**src/hdl/cfe_pkg.sv**
```systemverilog
// shared constants for the capture frame event and shadowing block
package cfe_pkg;
  // register byte offsets
  localparam logic [7:0] OFF_CTRL     = 8'h00;
  localparam logic [7:0] OFF_SYNC     = 8'h04;
  localparam logic [7:0] OFF_LINE_IRQ = 8'h08;
  localparam logic [7:0] OFF_MEM_BASE = 8'h0C;
  localparam logic [7:0] OFF_WINDOW   = 8'h10;
  localparam logic [7:0] OFF_STATUS   = 8'h14;
  localparam logic [7:0] OFF_ACTIVE   = 8'h18;
  localparam logic [7:0] OFF_MEM_ACT  = 8'h1C;
  localparam logic [7:0] OFF_OPT      = 8'h20;
  // field positions
  localparam int CTRL_ENABLE   = 0;
  localparam int CTRL_BUSY     = 1;
  localparam int SYNC_IRQ_EN   = 0;
  localparam int SYNC_VPOL     = 1;
  localparam int SYNC_LATCH    = 2;
  localparam int SYNC_SWAP     = 3;
  localparam int SYNC_OUTMODE  = 4;
  localparam int STAT_FP_LATE  = 0;
  localparam int ACT_ENABLE    = 0;
  localparam int ACT_SWAP      = 1;
  localparam int ACT_IRQ_EN    = 2;
  localparam int CNT_W         = 16;
  // reset values
  localparam logic [31:0] RST_CTRL     = 32'h0000_0000;
  localparam logic [31:0] RST_SYNC     = 32'h0000_0000;
  localparam logic [31:0] RST_LINE_IRQ = 32'h0000_0000;
  localparam logic [31:0] RST_MEM_BASE = 32'h0000_0000;
  localparam logic [31:0] RST_WINDOW   = 32'h0000_0000;
  localparam logic [31:0] RST_OPT      = 32'h0000_0000;
  localparam logic [15:0] RST_CNT      = 16'h0000;
  // frame state, one-hot
  typedef enum logic [1:0] {
    FS_IDLE = 2'b01,
    FS_BUSY = 2'b10
  } cfe_frame_t;
endpackage

```
**src/hdl/cfe_sync.sv**
```systemverilog
// two flip-flop synchroniser for pins from outside the pclk domain
`timescale 1ns/1ps
`default_nettype none
module cfe_sync #(
  parameter int W = 1
) (
  // clock and reset
  input  wire logic         pclk,
  input  wire logic         presetn,
  // pins and synchronised levels
  input  wire logic [W-1:0] d,
  output logic      [W-1:0] q
);
  logic [W-1:0] meta_r;
  logic [W-1:0] meta_nxt;
  logic [W-1:0] q_nxt;

  always_comb begin
    meta_nxt = d;
    q_nxt    = meta_r;
  end

  always_ff @(posedge pclk or negedge presetn) begin
    if (!presetn) begin
      meta_r <= '0;
      q      <= '0;
    end else begin
      meta_r <= meta_nxt;
      q      <= q_nxt;
    end
  end
endmodule
`default_nettype wire

```
**src/hdl/cfe_line_irq.sv**
```systemverilog
// counts horizontal sync edges from frame start and pulses once at target
`timescale 1ns/1ps
`default_nettype none
module cfe_line_irq (
  // clock and reset
  input  wire logic        pclk,
  input  wire logic        presetn,
  // frame events
  input  wire logic        sof,
  input  wire logic        hs_edge,
  input  wire logic [15:0] target,
  input  wire logic        irq_en,
  // event pulse
  output logic             irq
);
  logic [15:0] cnt_r;
  logic [15:0] cnt_nxt;
  logic        done_r;
  logic        done_nxt;
  logic        irq_nxt;
  logic [15:0] cnt_inc;

  always_comb begin
    cnt_inc  = cnt_r + 16'h0001;
    cnt_nxt  = cnt_r;
    done_nxt = done_r;
    irq_nxt  = 1'b0;
    if (sof) begin
      cnt_nxt  = cfe_pkg::RST_CNT;
      done_nxt = 1'b0;
    end else if (hs_edge && !done_r) begin
      cnt_nxt = cnt_inc;
      if (cnt_inc == target) begin
        done_nxt = 1'b1;
        irq_nxt  = irq_en;
      end
    end
  end

  always_ff @(posedge pclk or negedge presetn) begin
    if (!presetn) begin
      cnt_r  <= cfe_pkg::RST_CNT;
      done_r <= 1'b1;
      irq    <= 1'b0;
    end else begin
      cnt_r  <= cnt_nxt;
      done_r <= done_nxt;
      irq    <= irq_nxt;
    end
  end
endmodule
`default_nettype wire

```
**src/hdl/cfe_top.sv**
```systemverilog
// capture controller frame events, status flags and register shadowing
`timescale 1ns/1ps
`default_nettype none
//
// Contract
// all interrupts gated by sync interrupt enable
// interrupts continue while controller disabled
// line interrupts fire at programmed sync count
// polarity picks rising or falling frame edge
// each field's vertical sync restarts counting
// strobe falling edge raises third interrupt
// busy set at enabled frame start, cleared after
// late fault pixel flag, write one clears
// shadowed fields read back last written value
// enable takes effect at next frame start
// base latched at frame or window start
// swap applied only in vertical active period
// plain fields take effect immediately
// optional group shadowed unless latch mode set
// software sets latch mode before use
// changes before frame end apply next frame
// pixel clock at most 90 MHz
// base and offset on 32-byte boundaries
// no write gate with formatter path
// port width and height limits
// luma chroma mode clears listed features
// raw mode leaves resizer path off
// fault table on 64-byte boundary
// runs continuously, finishes frame on disable
// sync output mode starts on enable
// one pulse per event after synchronisation
module cfe_top (
  // apb clock and reset
  input  wire logic        pclk,
  input  wire logic        presetn,
  // apb slave
  input  wire logic        psel,
  input  wire logic        penable,
  input  wire logic        pwrite,
  input  wire logic [7:0]  paddr,
  input  wire logic [31:0] pwdata,
  output logic             pready,
  output logic             pslverr,
  output logic [31:0]      prdata,
  // sensor pins
  input  wire logic        pixel_clk,
  input  wire logic        vertical_sync,
  input  wire logic        horizontal_sync,
  input  wire logic        write_strobe,
  // fetch path event
  input  wire logic        fault_pixel_late,
  // interrupt pulses
  output logic             line_count_irq_a,
  output logic             line_count_irq_b,
  output logic             write_strobe_irq,
  // active settings
  output logic             enable_act,
  output logic             busy,
  output logic             luma_chroma_swap_act,
  output logic [31:0]      memory_output_base_act,
  output logic [31:0]      opt_cfg_act,
  output logic [31:0]      window_act,
  output logic [31:0]      line_irq_cfg
);
  ////////////////////////////////////////////////////////////////////////////
  // synchronised pins and edges
  logic [3:0]         pin_q;
  logic               pix_q;
  logic               vs_q;
  logic               hs_q;
  logic               ws_q;
  logic               pix_d_r;
  logic               vs_r;
  logic               hs_r;
  logic               ws_d_r;
  logic               vs_nxt;
  logic               hs_nxt;
  logic               pix_rise;
  logic               sof;
  logic               hs_edge;
  logic               vs_active;
  logic               ws_fall;

  cfe_sync #(.W(4)) u_sync (
    .pclk    (pclk),
    .presetn (presetn),
    .d       ({write_strobe, horizontal_sync, vertical_sync, pixel_clk}),
    .q       (pin_q)
  );

  ////////////////////////////////////////////////////////////////////////////
  // software copies, active copies and counters
  logic [31:0]        ctrl_r;
  logic [31:0]        ctrl_nxt;
  logic [31:0]        sync_r;
  logic [31:0]        sync_nxt;
  logic [31:0]        line_r;
  logic [31:0]        line_nxt;
  logic [31:0]        base_r;
  logic [31:0]        base_nxt;
  logic [31:0]        win_r;
  logic [31:0]        win_nxt;
  logic [31:0]        opt_r;
  logic [31:0]        opt_nxt;
  logic               fp_late_r;
  logic               fp_late_nxt;
  logic               en_act_nxt;
  logic               swap_act_nxt;
  logic               irq_en_act_r;
  logic               irq_en_act_nxt;
  logic [31:0]        base_act_nxt;
  logic [31:0]        opt_act_nxt;
  logic [31:0]        win_act_nxt;
  logic [15:0]        pix_cnt_r;
  logic [15:0]        pix_cnt_nxt;
  logic [15:0]        ln_cnt_r;
  logic [15:0]        ln_cnt_nxt;
  logic               win_hit;
  logic               wr_ok;
  logic               rd_setup;
  logic [31:0]        prdata_nxt;
  logic               pslverr_nxt;
  logic               vpol;
  logic               latch_mode;
  cfe_pkg::cfe_frame_t fs_r;
  cfe_pkg::cfe_frame_t fs_nxt;

  // known register offsets
  function automatic logic mapped(input logic [7:0] a);
    mapped = (a == cfe_pkg::OFF_CTRL)     || (a == cfe_pkg::OFF_SYNC)    ||
             (a == cfe_pkg::OFF_LINE_IRQ) || (a == cfe_pkg::OFF_MEM_BASE)||
             (a == cfe_pkg::OFF_WINDOW)   || (a == cfe_pkg::OFF_STATUS)  ||
             (a == cfe_pkg::OFF_ACTIVE)   || (a == cfe_pkg::OFF_MEM_ACT) ||
             (a == cfe_pkg::OFF_OPT);
  endfunction

  function automatic logic wr_hit(input logic ok, input logic [7:0] a,
                                  input logic [7:0] off);
    wr_hit = ok && (a == off);
  endfunction

  assign pix_q      = pin_q[0];
  assign vs_q       = pin_q[1];
  assign hs_q       = pin_q[2];
  assign ws_q       = pin_q[3];
  assign vpol       = sync_r[cfe_pkg::SYNC_VPOL];
  assign latch_mode = sync_r[cfe_pkg::SYNC_LATCH];
  assign pready     = 1'b1;
  assign busy       = (fs_r == cfe_pkg::FS_BUSY);
  assign line_irq_cfg = line_r;
  assign wr_ok      = psel && penable && pwrite;
  assign rd_setup   = psel && !penable;

  ////////////////////////////////////////////////////////////////////////////
  // sensor timing: sample syncs on pixel clock rising edges
  always_comb begin
    pix_rise = pix_q && !pix_d_r;
    vs_nxt   = pix_rise ? vs_q : vs_r;
    hs_nxt   = pix_rise ? hs_q : hs_r;
    // polarity edge
    sof      = pix_rise && (vpol ? (vs_r && !vs_q) : (!vs_r && vs_q));
    hs_edge  = pix_rise && hs_q && !hs_r;
    vs_active = vpol ? !vs_r : vs_r;
    // strobe falling edge
    ws_fall  = ws_d_r && !ws_q;
    // pixel and line position within each field
    pix_cnt_nxt = pix_cnt_r;
    ln_cnt_nxt  = ln_cnt_r;
    if (sof) begin
      pix_cnt_nxt = cfe_pkg::RST_CNT;
      ln_cnt_nxt  = cfe_pkg::RST_CNT;
    end else if (hs_edge) begin
      pix_cnt_nxt = cfe_pkg::RST_CNT;
      ln_cnt_nxt  = ln_cnt_r + 16'h0001;
    end else if (pix_rise) begin
      pix_cnt_nxt = pix_cnt_r + 16'h0001;
    end
    win_hit = pix_rise && !hs_edge && !sof &&
              (pix_cnt_r == win_act_nxt[15:0]) &&
              (ln_cnt_r == win_act_nxt[31:16]);
  end

  ////////////////////////////////////////////////////////////////////////////
  // line count interrupts, one counter each
  // line count pulses
  cfe_line_irq u_line_a (
    .pclk    (pclk),
    .presetn (presetn),
    .sof     (sof),
    .hs_edge (hs_edge),
    .target  (line_r[15:0]),
    .irq_en  (irq_en_act_r),
    .irq     (line_count_irq_a)
  );

  cfe_line_irq u_line_b (
    .pclk    (pclk),
    .presetn (presetn),
    .sof     (sof),
    .hs_edge (hs_edge),
    .target  (line_r[31:16]),
    .irq_en  (irq_en_act_r),
    .irq     (line_count_irq_b)
  );

  ////////////////////////////////////////////////////////////////////////////
  // register writes, shadow transfers and frame state
  always_comb begin
    ctrl_nxt = ctrl_r;
    sync_nxt = sync_r;
    line_nxt = line_r;
    base_nxt = base_r;
    win_nxt  = win_r;
    opt_nxt  = opt_r;
    if (wr_hit(wr_ok, paddr, cfe_pkg::OFF_CTRL)) begin
      ctrl_nxt = {31'h0, pwdata[cfe_pkg::CTRL_ENABLE]};
    end
    if (wr_hit(wr_ok, paddr, cfe_pkg::OFF_SYNC)) begin
      sync_nxt = {27'h0, pwdata[4:0]};
    end
    // line_irq_cfg follows writes at once; base, window and opt are shadowed copies
    if (wr_hit(wr_ok, paddr, cfe_pkg::OFF_LINE_IRQ)) begin
      line_nxt = pwdata;
    end
    if (wr_hit(wr_ok, paddr, cfe_pkg::OFF_MEM_BASE)) begin
      base_nxt = pwdata;
    end
    if (wr_hit(wr_ok, paddr, cfe_pkg::OFF_WINDOW)) begin
      win_nxt = pwdata;
    end
    if (wr_hit(wr_ok, paddr, cfe_pkg::OFF_OPT)) begin
      opt_nxt = pwdata;
    end
    // late flag, the set wins over the clear
    fp_late_nxt = fp_late_r;
    if (wr_hit(wr_ok, paddr, cfe_pkg::OFF_STATUS) &&
        pwdata[cfe_pkg::STAT_FP_LATE]) begin
      fp_late_nxt = 1'b0;
    end
    if (fault_pixel_late) begin
      fp_late_nxt = 1'b1;
    end
    // enable loads at frame start
    en_act_nxt = enable_act;
    if (sof) begin
      en_act_nxt = ctrl_r[cfe_pkg::CTRL_ENABLE];
    end
    // sync output mode starts at once
    if (sync_r[cfe_pkg::SYNC_OUTMODE] && !busy &&
        ctrl_r[cfe_pkg::CTRL_ENABLE]) begin
      en_act_nxt = 1'b1;
    end
    // busy from an enabled frame start, or at once in sync output mode, until a frame start with enable cleared
    fs_nxt = fs_r;
    case (fs_r)
      cfe_pkg::FS_IDLE: begin
        if ((sof || sync_r[cfe_pkg::SYNC_OUTMODE]) &&
            ctrl_r[cfe_pkg::CTRL_ENABLE]) begin
          fs_nxt = cfe_pkg::FS_BUSY;
        end
      end
      cfe_pkg::FS_BUSY: begin
        if (sof && !ctrl_r[cfe_pkg::CTRL_ENABLE]) begin
          fs_nxt = cfe_pkg::FS_IDLE;
        end
      end
      default: fs_nxt = cfe_pkg::FS_IDLE;
    endcase
    // swap only in active vertical period
    swap_act_nxt = luma_chroma_swap_act;
    if (vs_active) begin
      swap_act_nxt = sync_r[cfe_pkg::SYNC_SWAP];
    end
    // optional group shadowed unless latch mode set
    irq_en_act_nxt = irq_en_act_r;
    opt_act_nxt    = opt_cfg_act;
    win_act_nxt    = window_act;
    if (latch_mode || sof) begin
      irq_en_act_nxt = sync_r[cfe_pkg::SYNC_IRQ_EN];
      opt_act_nxt    = opt_r;
      win_act_nxt    = win_r;
    end
    // base latch point
    base_act_nxt = memory_output_base_act;
    if (latch_mode ? win_hit : sof) begin
      base_act_nxt = base_r;
    end
  end

  ////////////////////////////////////////////////////////////////////////////
  // read data, captured in the setup phase
  always_comb begin
    prdata_nxt  = prdata;
    pslverr_nxt = 1'b0;
    if (rd_setup) begin
      prdata_nxt = 32'h0000_0000;
      case (paddr)
        // written registers read back their stored bits (CTRL bit 0 only, SYNC bits 4:0), with busy added in CTRL
        cfe_pkg::OFF_CTRL: begin
          prdata_nxt = ctrl_r;
          prdata_nxt[cfe_pkg::CTRL_BUSY] = busy;
        end
        cfe_pkg::OFF_SYNC:     prdata_nxt = sync_r;
        cfe_pkg::OFF_LINE_IRQ: prdata_nxt = line_r;
        cfe_pkg::OFF_MEM_BASE: prdata_nxt = base_r;
        cfe_pkg::OFF_WINDOW:   prdata_nxt = win_r;
        cfe_pkg::OFF_STATUS: begin
          prdata_nxt[cfe_pkg::STAT_FP_LATE] = fp_late_r;
        end
        cfe_pkg::OFF_ACTIVE: begin
          prdata_nxt[cfe_pkg::ACT_ENABLE] = enable_act;
          prdata_nxt[cfe_pkg::ACT_SWAP]   = luma_chroma_swap_act;
          prdata_nxt[cfe_pkg::ACT_IRQ_EN] = irq_en_act_r;
        end
        cfe_pkg::OFF_MEM_ACT:  prdata_nxt = memory_output_base_act;
        cfe_pkg::OFF_OPT:      prdata_nxt = opt_r;
        default:               prdata_nxt = 32'h0000_0000;
      endcase
    end
    if (psel && penable && !mapped(paddr)) begin
      pslverr_nxt = 1'b1;
    end
  end

  ////////////////////////////////////////////////////////////////////////////
  // registers
  always_ff @(posedge pclk or negedge presetn) begin
    if (!presetn) begin
      pix_d_r                <= 1'b0;
      vs_r                   <= 1'b0;
      hs_r                   <= 1'b0;
      ws_d_r                 <= 1'b0;
      pix_cnt_r              <= cfe_pkg::RST_CNT;
      ln_cnt_r               <= cfe_pkg::RST_CNT;
      ctrl_r                 <= cfe_pkg::RST_CTRL;
      sync_r                 <= cfe_pkg::RST_SYNC;
      line_r                 <= cfe_pkg::RST_LINE_IRQ;
      base_r                 <= cfe_pkg::RST_MEM_BASE;
      win_r                  <= cfe_pkg::RST_WINDOW;
      opt_r                  <= cfe_pkg::RST_OPT;
      fp_late_r              <= 1'b0;
      enable_act             <= 1'b0;
      fs_r                   <= cfe_pkg::FS_IDLE;
      luma_chroma_swap_act   <= 1'b0;
      irq_en_act_r           <= 1'b0;
      opt_cfg_act            <= cfe_pkg::RST_OPT;
      window_act             <= cfe_pkg::RST_WINDOW;
      memory_output_base_act <= cfe_pkg::RST_MEM_BASE;
      write_strobe_irq       <= 1'b0;
      prdata                 <= 32'h0000_0000;
    end else begin
      pix_d_r                <= pix_q;
      vs_r                   <= vs_nxt;
      hs_r                   <= hs_nxt;
      ws_d_r                 <= ws_q;
      pix_cnt_r              <= pix_cnt_nxt;
      ln_cnt_r               <= ln_cnt_nxt;
      ctrl_r                 <= ctrl_nxt;
      sync_r                 <= sync_nxt;
      line_r                 <= line_nxt;
      base_r                 <= base_nxt;
      win_r                  <= win_nxt;
      opt_r                  <= opt_nxt;
      fp_late_r              <= fp_late_nxt;
      enable_act             <= en_act_nxt;
      fs_r                   <= fs_nxt;
      luma_chroma_swap_act   <= swap_act_nxt;
      irq_en_act_r           <= irq_en_act_nxt;
      opt_cfg_act            <= opt_act_nxt;
      window_act             <= win_act_nxt;
      memory_output_base_act <= base_act_nxt;
      // strobe pulse, gated only by irq enable
      write_strobe_irq       <= ws_fall && irq_en_act_r;
      prdata                 <= prdata_nxt;
    end
  end

  // error answer is combinational with the access phase
  assign pslverr = pslverr_nxt;
endmodule
`default_nettype wire

```
**config.mk**
```make
export PLATFORM = sky130hd
export DESIGN_NAME = cfe_top
export DESIGN_NICKNAME = d
export VERILOG_FILES = /design/src/hdl/cfe_pkg.sv /design/src/hdl/cfe_sync.sv /design/src/hdl/cfe_line_irq.sv /design/src/hdl/cfe_top.sv
export SDC_FILE = /design/constraint.sdc
export NUM_CORES = 1
export LEC_CHECK = 0
export BUFFER_PORTS_ARGS = -buffer_cell sky130_fd_sc_hd__buf_4
export CORE_MARGIN = 5
export CORE_UTILIZATION = 47
export DETAILED_ROUTE_END_ITERATION = 16
export GPL_TIMING_DRIVEN = 0
export PLACE_DENSITY = 0.74
export SYNTH_ARGS = -nofsm -noshare
export SYNTH_HDL_FRONTEND = slang
export SYNTH_HIERARCHICAL = 1
export SYNTH_SLANG_ARGS = --single-unit
```
**constraint.sdc**
```tcl
create_clock -name pclk -period 3.6 [get_ports pclk]
set_clock_uncertainty 0.2 [all_clocks]
set_input_delay 0.18 -clock pclk [delete_from_list [all_inputs] [get_ports pclk]]
set_output_delay 0.18 -clock pclk [all_outputs]
set_load 0.02 [all_outputs]
```
==> results.json <==
{
  "worstSetupEndpointType": "register",
  "die_h_microns": 198,
  "synth_async_sr_flop_share_pct": 100,
  "overflow": 0,
  "avgSynthCellArea_sq_um": 11.8,
  "drt_iter0_drc": 1316,
  "rows": 68,
  "wl_per_cell_microns": 24.0,
  "cp.required_ps": 3800,
  "final_util_pct": 59.1,
  "via_per_inst": 5.98,
  "synthFlopType": "dfrtp_1",
  "ys_top_cells_by_area": "dfrtp_1, mux2_2, xnor2_1",
  "drt-pass1-iter-count": 6,
  "dp_hpwl_microns": 38400,
  "numCtsBuffers": 39,
  "drc_errors": 0,
  "core_sq_um": 34700,
  "max_freq_ghz": 0.289,
  "hold_viol": 1,
  "place_congestion": 0.947,
  "timing.rr.start": "sync_r[1]",
  "reg2reg_slack_ps": 130,
  "max_slew.worst_pin.slew_ps": 1090,
  "grt_pass1_wl_microns": 80100,
  "fin_cells": 2186,
  "dieArea_sq_um": 39100,
  "violations": "negative hold slack",
  "synth_fp_nets": 1460,
  "startpoint_type": "register",
  "synth_cell_types": 76,
  "status": "finished with violations",
  "portBuffers": 215,
  "chipWidth_microns": 198,
  "seq_area_frac_synth_pct": 52.7,
  "clk_path_buf_depth": 3,
  "layout-drive-gt1-share_pct": 29.8,
  "setup_violations": 0,
  "grt_max_degree": 105,
  "worst_hold_slack_ps": -7.64,
  "fin_crit_ps": 3470,
  "grt_usage_pct": 26.3,
  "yosys-top-cells-count": "dfrtp_1, mux2_2, nor2_1",
  "crit_type": "register to register",
  "power.density_nw_per_um2": 451,
  "timing.final.crit_share_pct": 96.3,
  "fillCellCount": 2864,
  "min_path_type": "primary input to async pin",
  "syn-cell-area_sq_um": 16600,
  "finalWirelength_microns": 52400,
  "ant_nets": 0,
  "reg2reg_depth": 8,
  "p_leak_nw": 9.75,
  "path_clk_slew_ps": 60,
  "cts.htree.levels": 2,
  "yosysTopAreaCellShare_pct": 52.2,
  "antenna_cells": 0,
  "fin_nets": 1759,
  "pin_count": 218,
  "antenna_found_initial": 1,
  "place_inst": 2079,
  "r2r-end": "memory_output_base_act[26]",
  "yosysMostFrequentCell": "dfrtp_1",
  "synth_edf_count": 0,
  "relSlewSlack_pct": 27.3,
  "clk_latency_ps": 520,
  "grt_pass1_vias": 13200,
  "slew_violations": 0,
  "crit_fanout": 10,
  "clockRootBuffer": "clkbuf_16",
  "ys_warn_count": 6,
  "start_util_pct": 47.8,
  "ir_drop_uv": 345,
  "ys_ff_latch": 349,
  "crit_path_start": "sync_r[1]",
  "via_count": 13100,
  "grt_setup_unrepaired": "no",
  "syn_inst": 1406,
  "maxCapViolations": 0,
  "area_growth_pct": 23.8,
  "setup_tns_ps": 0,
  "endpoint": "memory_output_base_act[26]",
  "worstPathArrival_ps": 3670,
  "yosys.area.top_type": "dfrtp_1",
  "clock_sinks": 349,
  "cts_tree": "done"
}
final cells by class:
type / count / area [sq um] / share of cell area [%]
flip-flops and latches: 349 / 8740 / 42.6
well taps: 455 / 569 / 2.77
clock buffers: 54 / 1120 / 5.48
inverters: 39 / 148 / 0.719
multi-input cells: 935 / 7340 / 35.8
plain buffers: 83 / 372 / 1.81
clock inverters: 13 / 134 / 0.652
repair buffers: 258 / 2100 / 10.2
through the flow:
step	power [mW]	area (sq um)	setup slack (ps)
5_1_grt	9.60	20500	2.93
6_report	9.26	20500	134
2_1_floorplan	4.87	16600	722
3_5_place_dp	5.36	18900	-233
3_3_place_gp	5.32	18800	-1100
4_1_cts	9.31	20500	16.0
timing repair:
item / CTS / global route
endpoints found under the hold margin: 260 / 0
resized for setup: 3 / 6
hold buffers: 39 / 0
setup buffers: 0 / 0
setup endpoints to repair: 66 / 54
cell families (layout without fill, tap and decap cells):
logic type	count (synthesis)	after routing	share of synthesized area, %
AOI/OAI and AO/OA	223	223	10.4
xor gates and xnor gates	120	120	6.34
adders and majority gates	4	4	0.302
buffers and inverters	122	447	3.09
DFF	349	349	52.7
muxes	225	225	15.9
other	1	1	0.0226
and+or+nand+nor	362	362	11.2
how the worst min path moves through the flow:
stage,from,to,slack [ps],cells past startpoint
floorplan,presetn,base_r[0],-320,0
global placement,pixel_clk,u_sync/meta_r[0],90,1
detailed placement,presetn,opt_cfg_act[28],-10,1
CTS,presetn,opt_cfg_act[28],30,2
global route,paddr[4],ctrl_r[0],80,5
finish,presetn,opt_cfg_act[28],-8,2
critical path: stages, from the launching register on:
cell,delay (ps)
dfrtp_1,460
nor3b_1,600
or3_1,280
a31oi_1,100
or3_1,350
nor4_1,520
a31oi_4,270
buf_6,250
mux2_4,310
power breakdown:
group	internal (mW)	switching [mW]	total [mW]
Clock	2.33	1.60	3.93
Sequential	4.09	0.185	4.27
Combinational	0.451	0.616	1.07
Total	6.87	2.40	9.26
sequential cells by signal (all words and copies together), names as in the netlist, 32 cells and up:
name                    flops
memory_output_base_act     32
win_r                      32
line_irq_cfg               32
opt_cfg_act                32
opt_r                      32
window_act                 32
prdata                     32
base_r                     32
placed cells by master (no fill, tap or decap), types with 11 or more instances in the layout:
master	n
dfrtp_1	346
buf_4	221
mux2_2	167
nor2_1	113
xnor2_1	77
nand2_1	65
clkbuf_1	56
xor2_1	43
clkbuf_16	41
dlygate4sd3_1	39
inv_1	37
a222oi_1	35
nand3_1	34
a31oi_1	33
a22oi_1	30
mux2_4	30
nand2b_1	27
mux2_1	27
nor3_1	25
nand4_1	24
o21ai_0	23
a21oi_1	16
buf_1	14
nor2b_1	11
routing by layer:
metal | share of wire, % | global-route usage [%] | vias up
met3 | 8.6 | 5.46 | 108
met2 | 45 | 40.5 | 627
met1 | 43 | 37.6 | 6572
li1 | - | - | 5766
met4 | 3.2 | 8.37 | 0
met5 | 0 | 0 | -
Note: power is estimated with default switching activity, not from simulation.
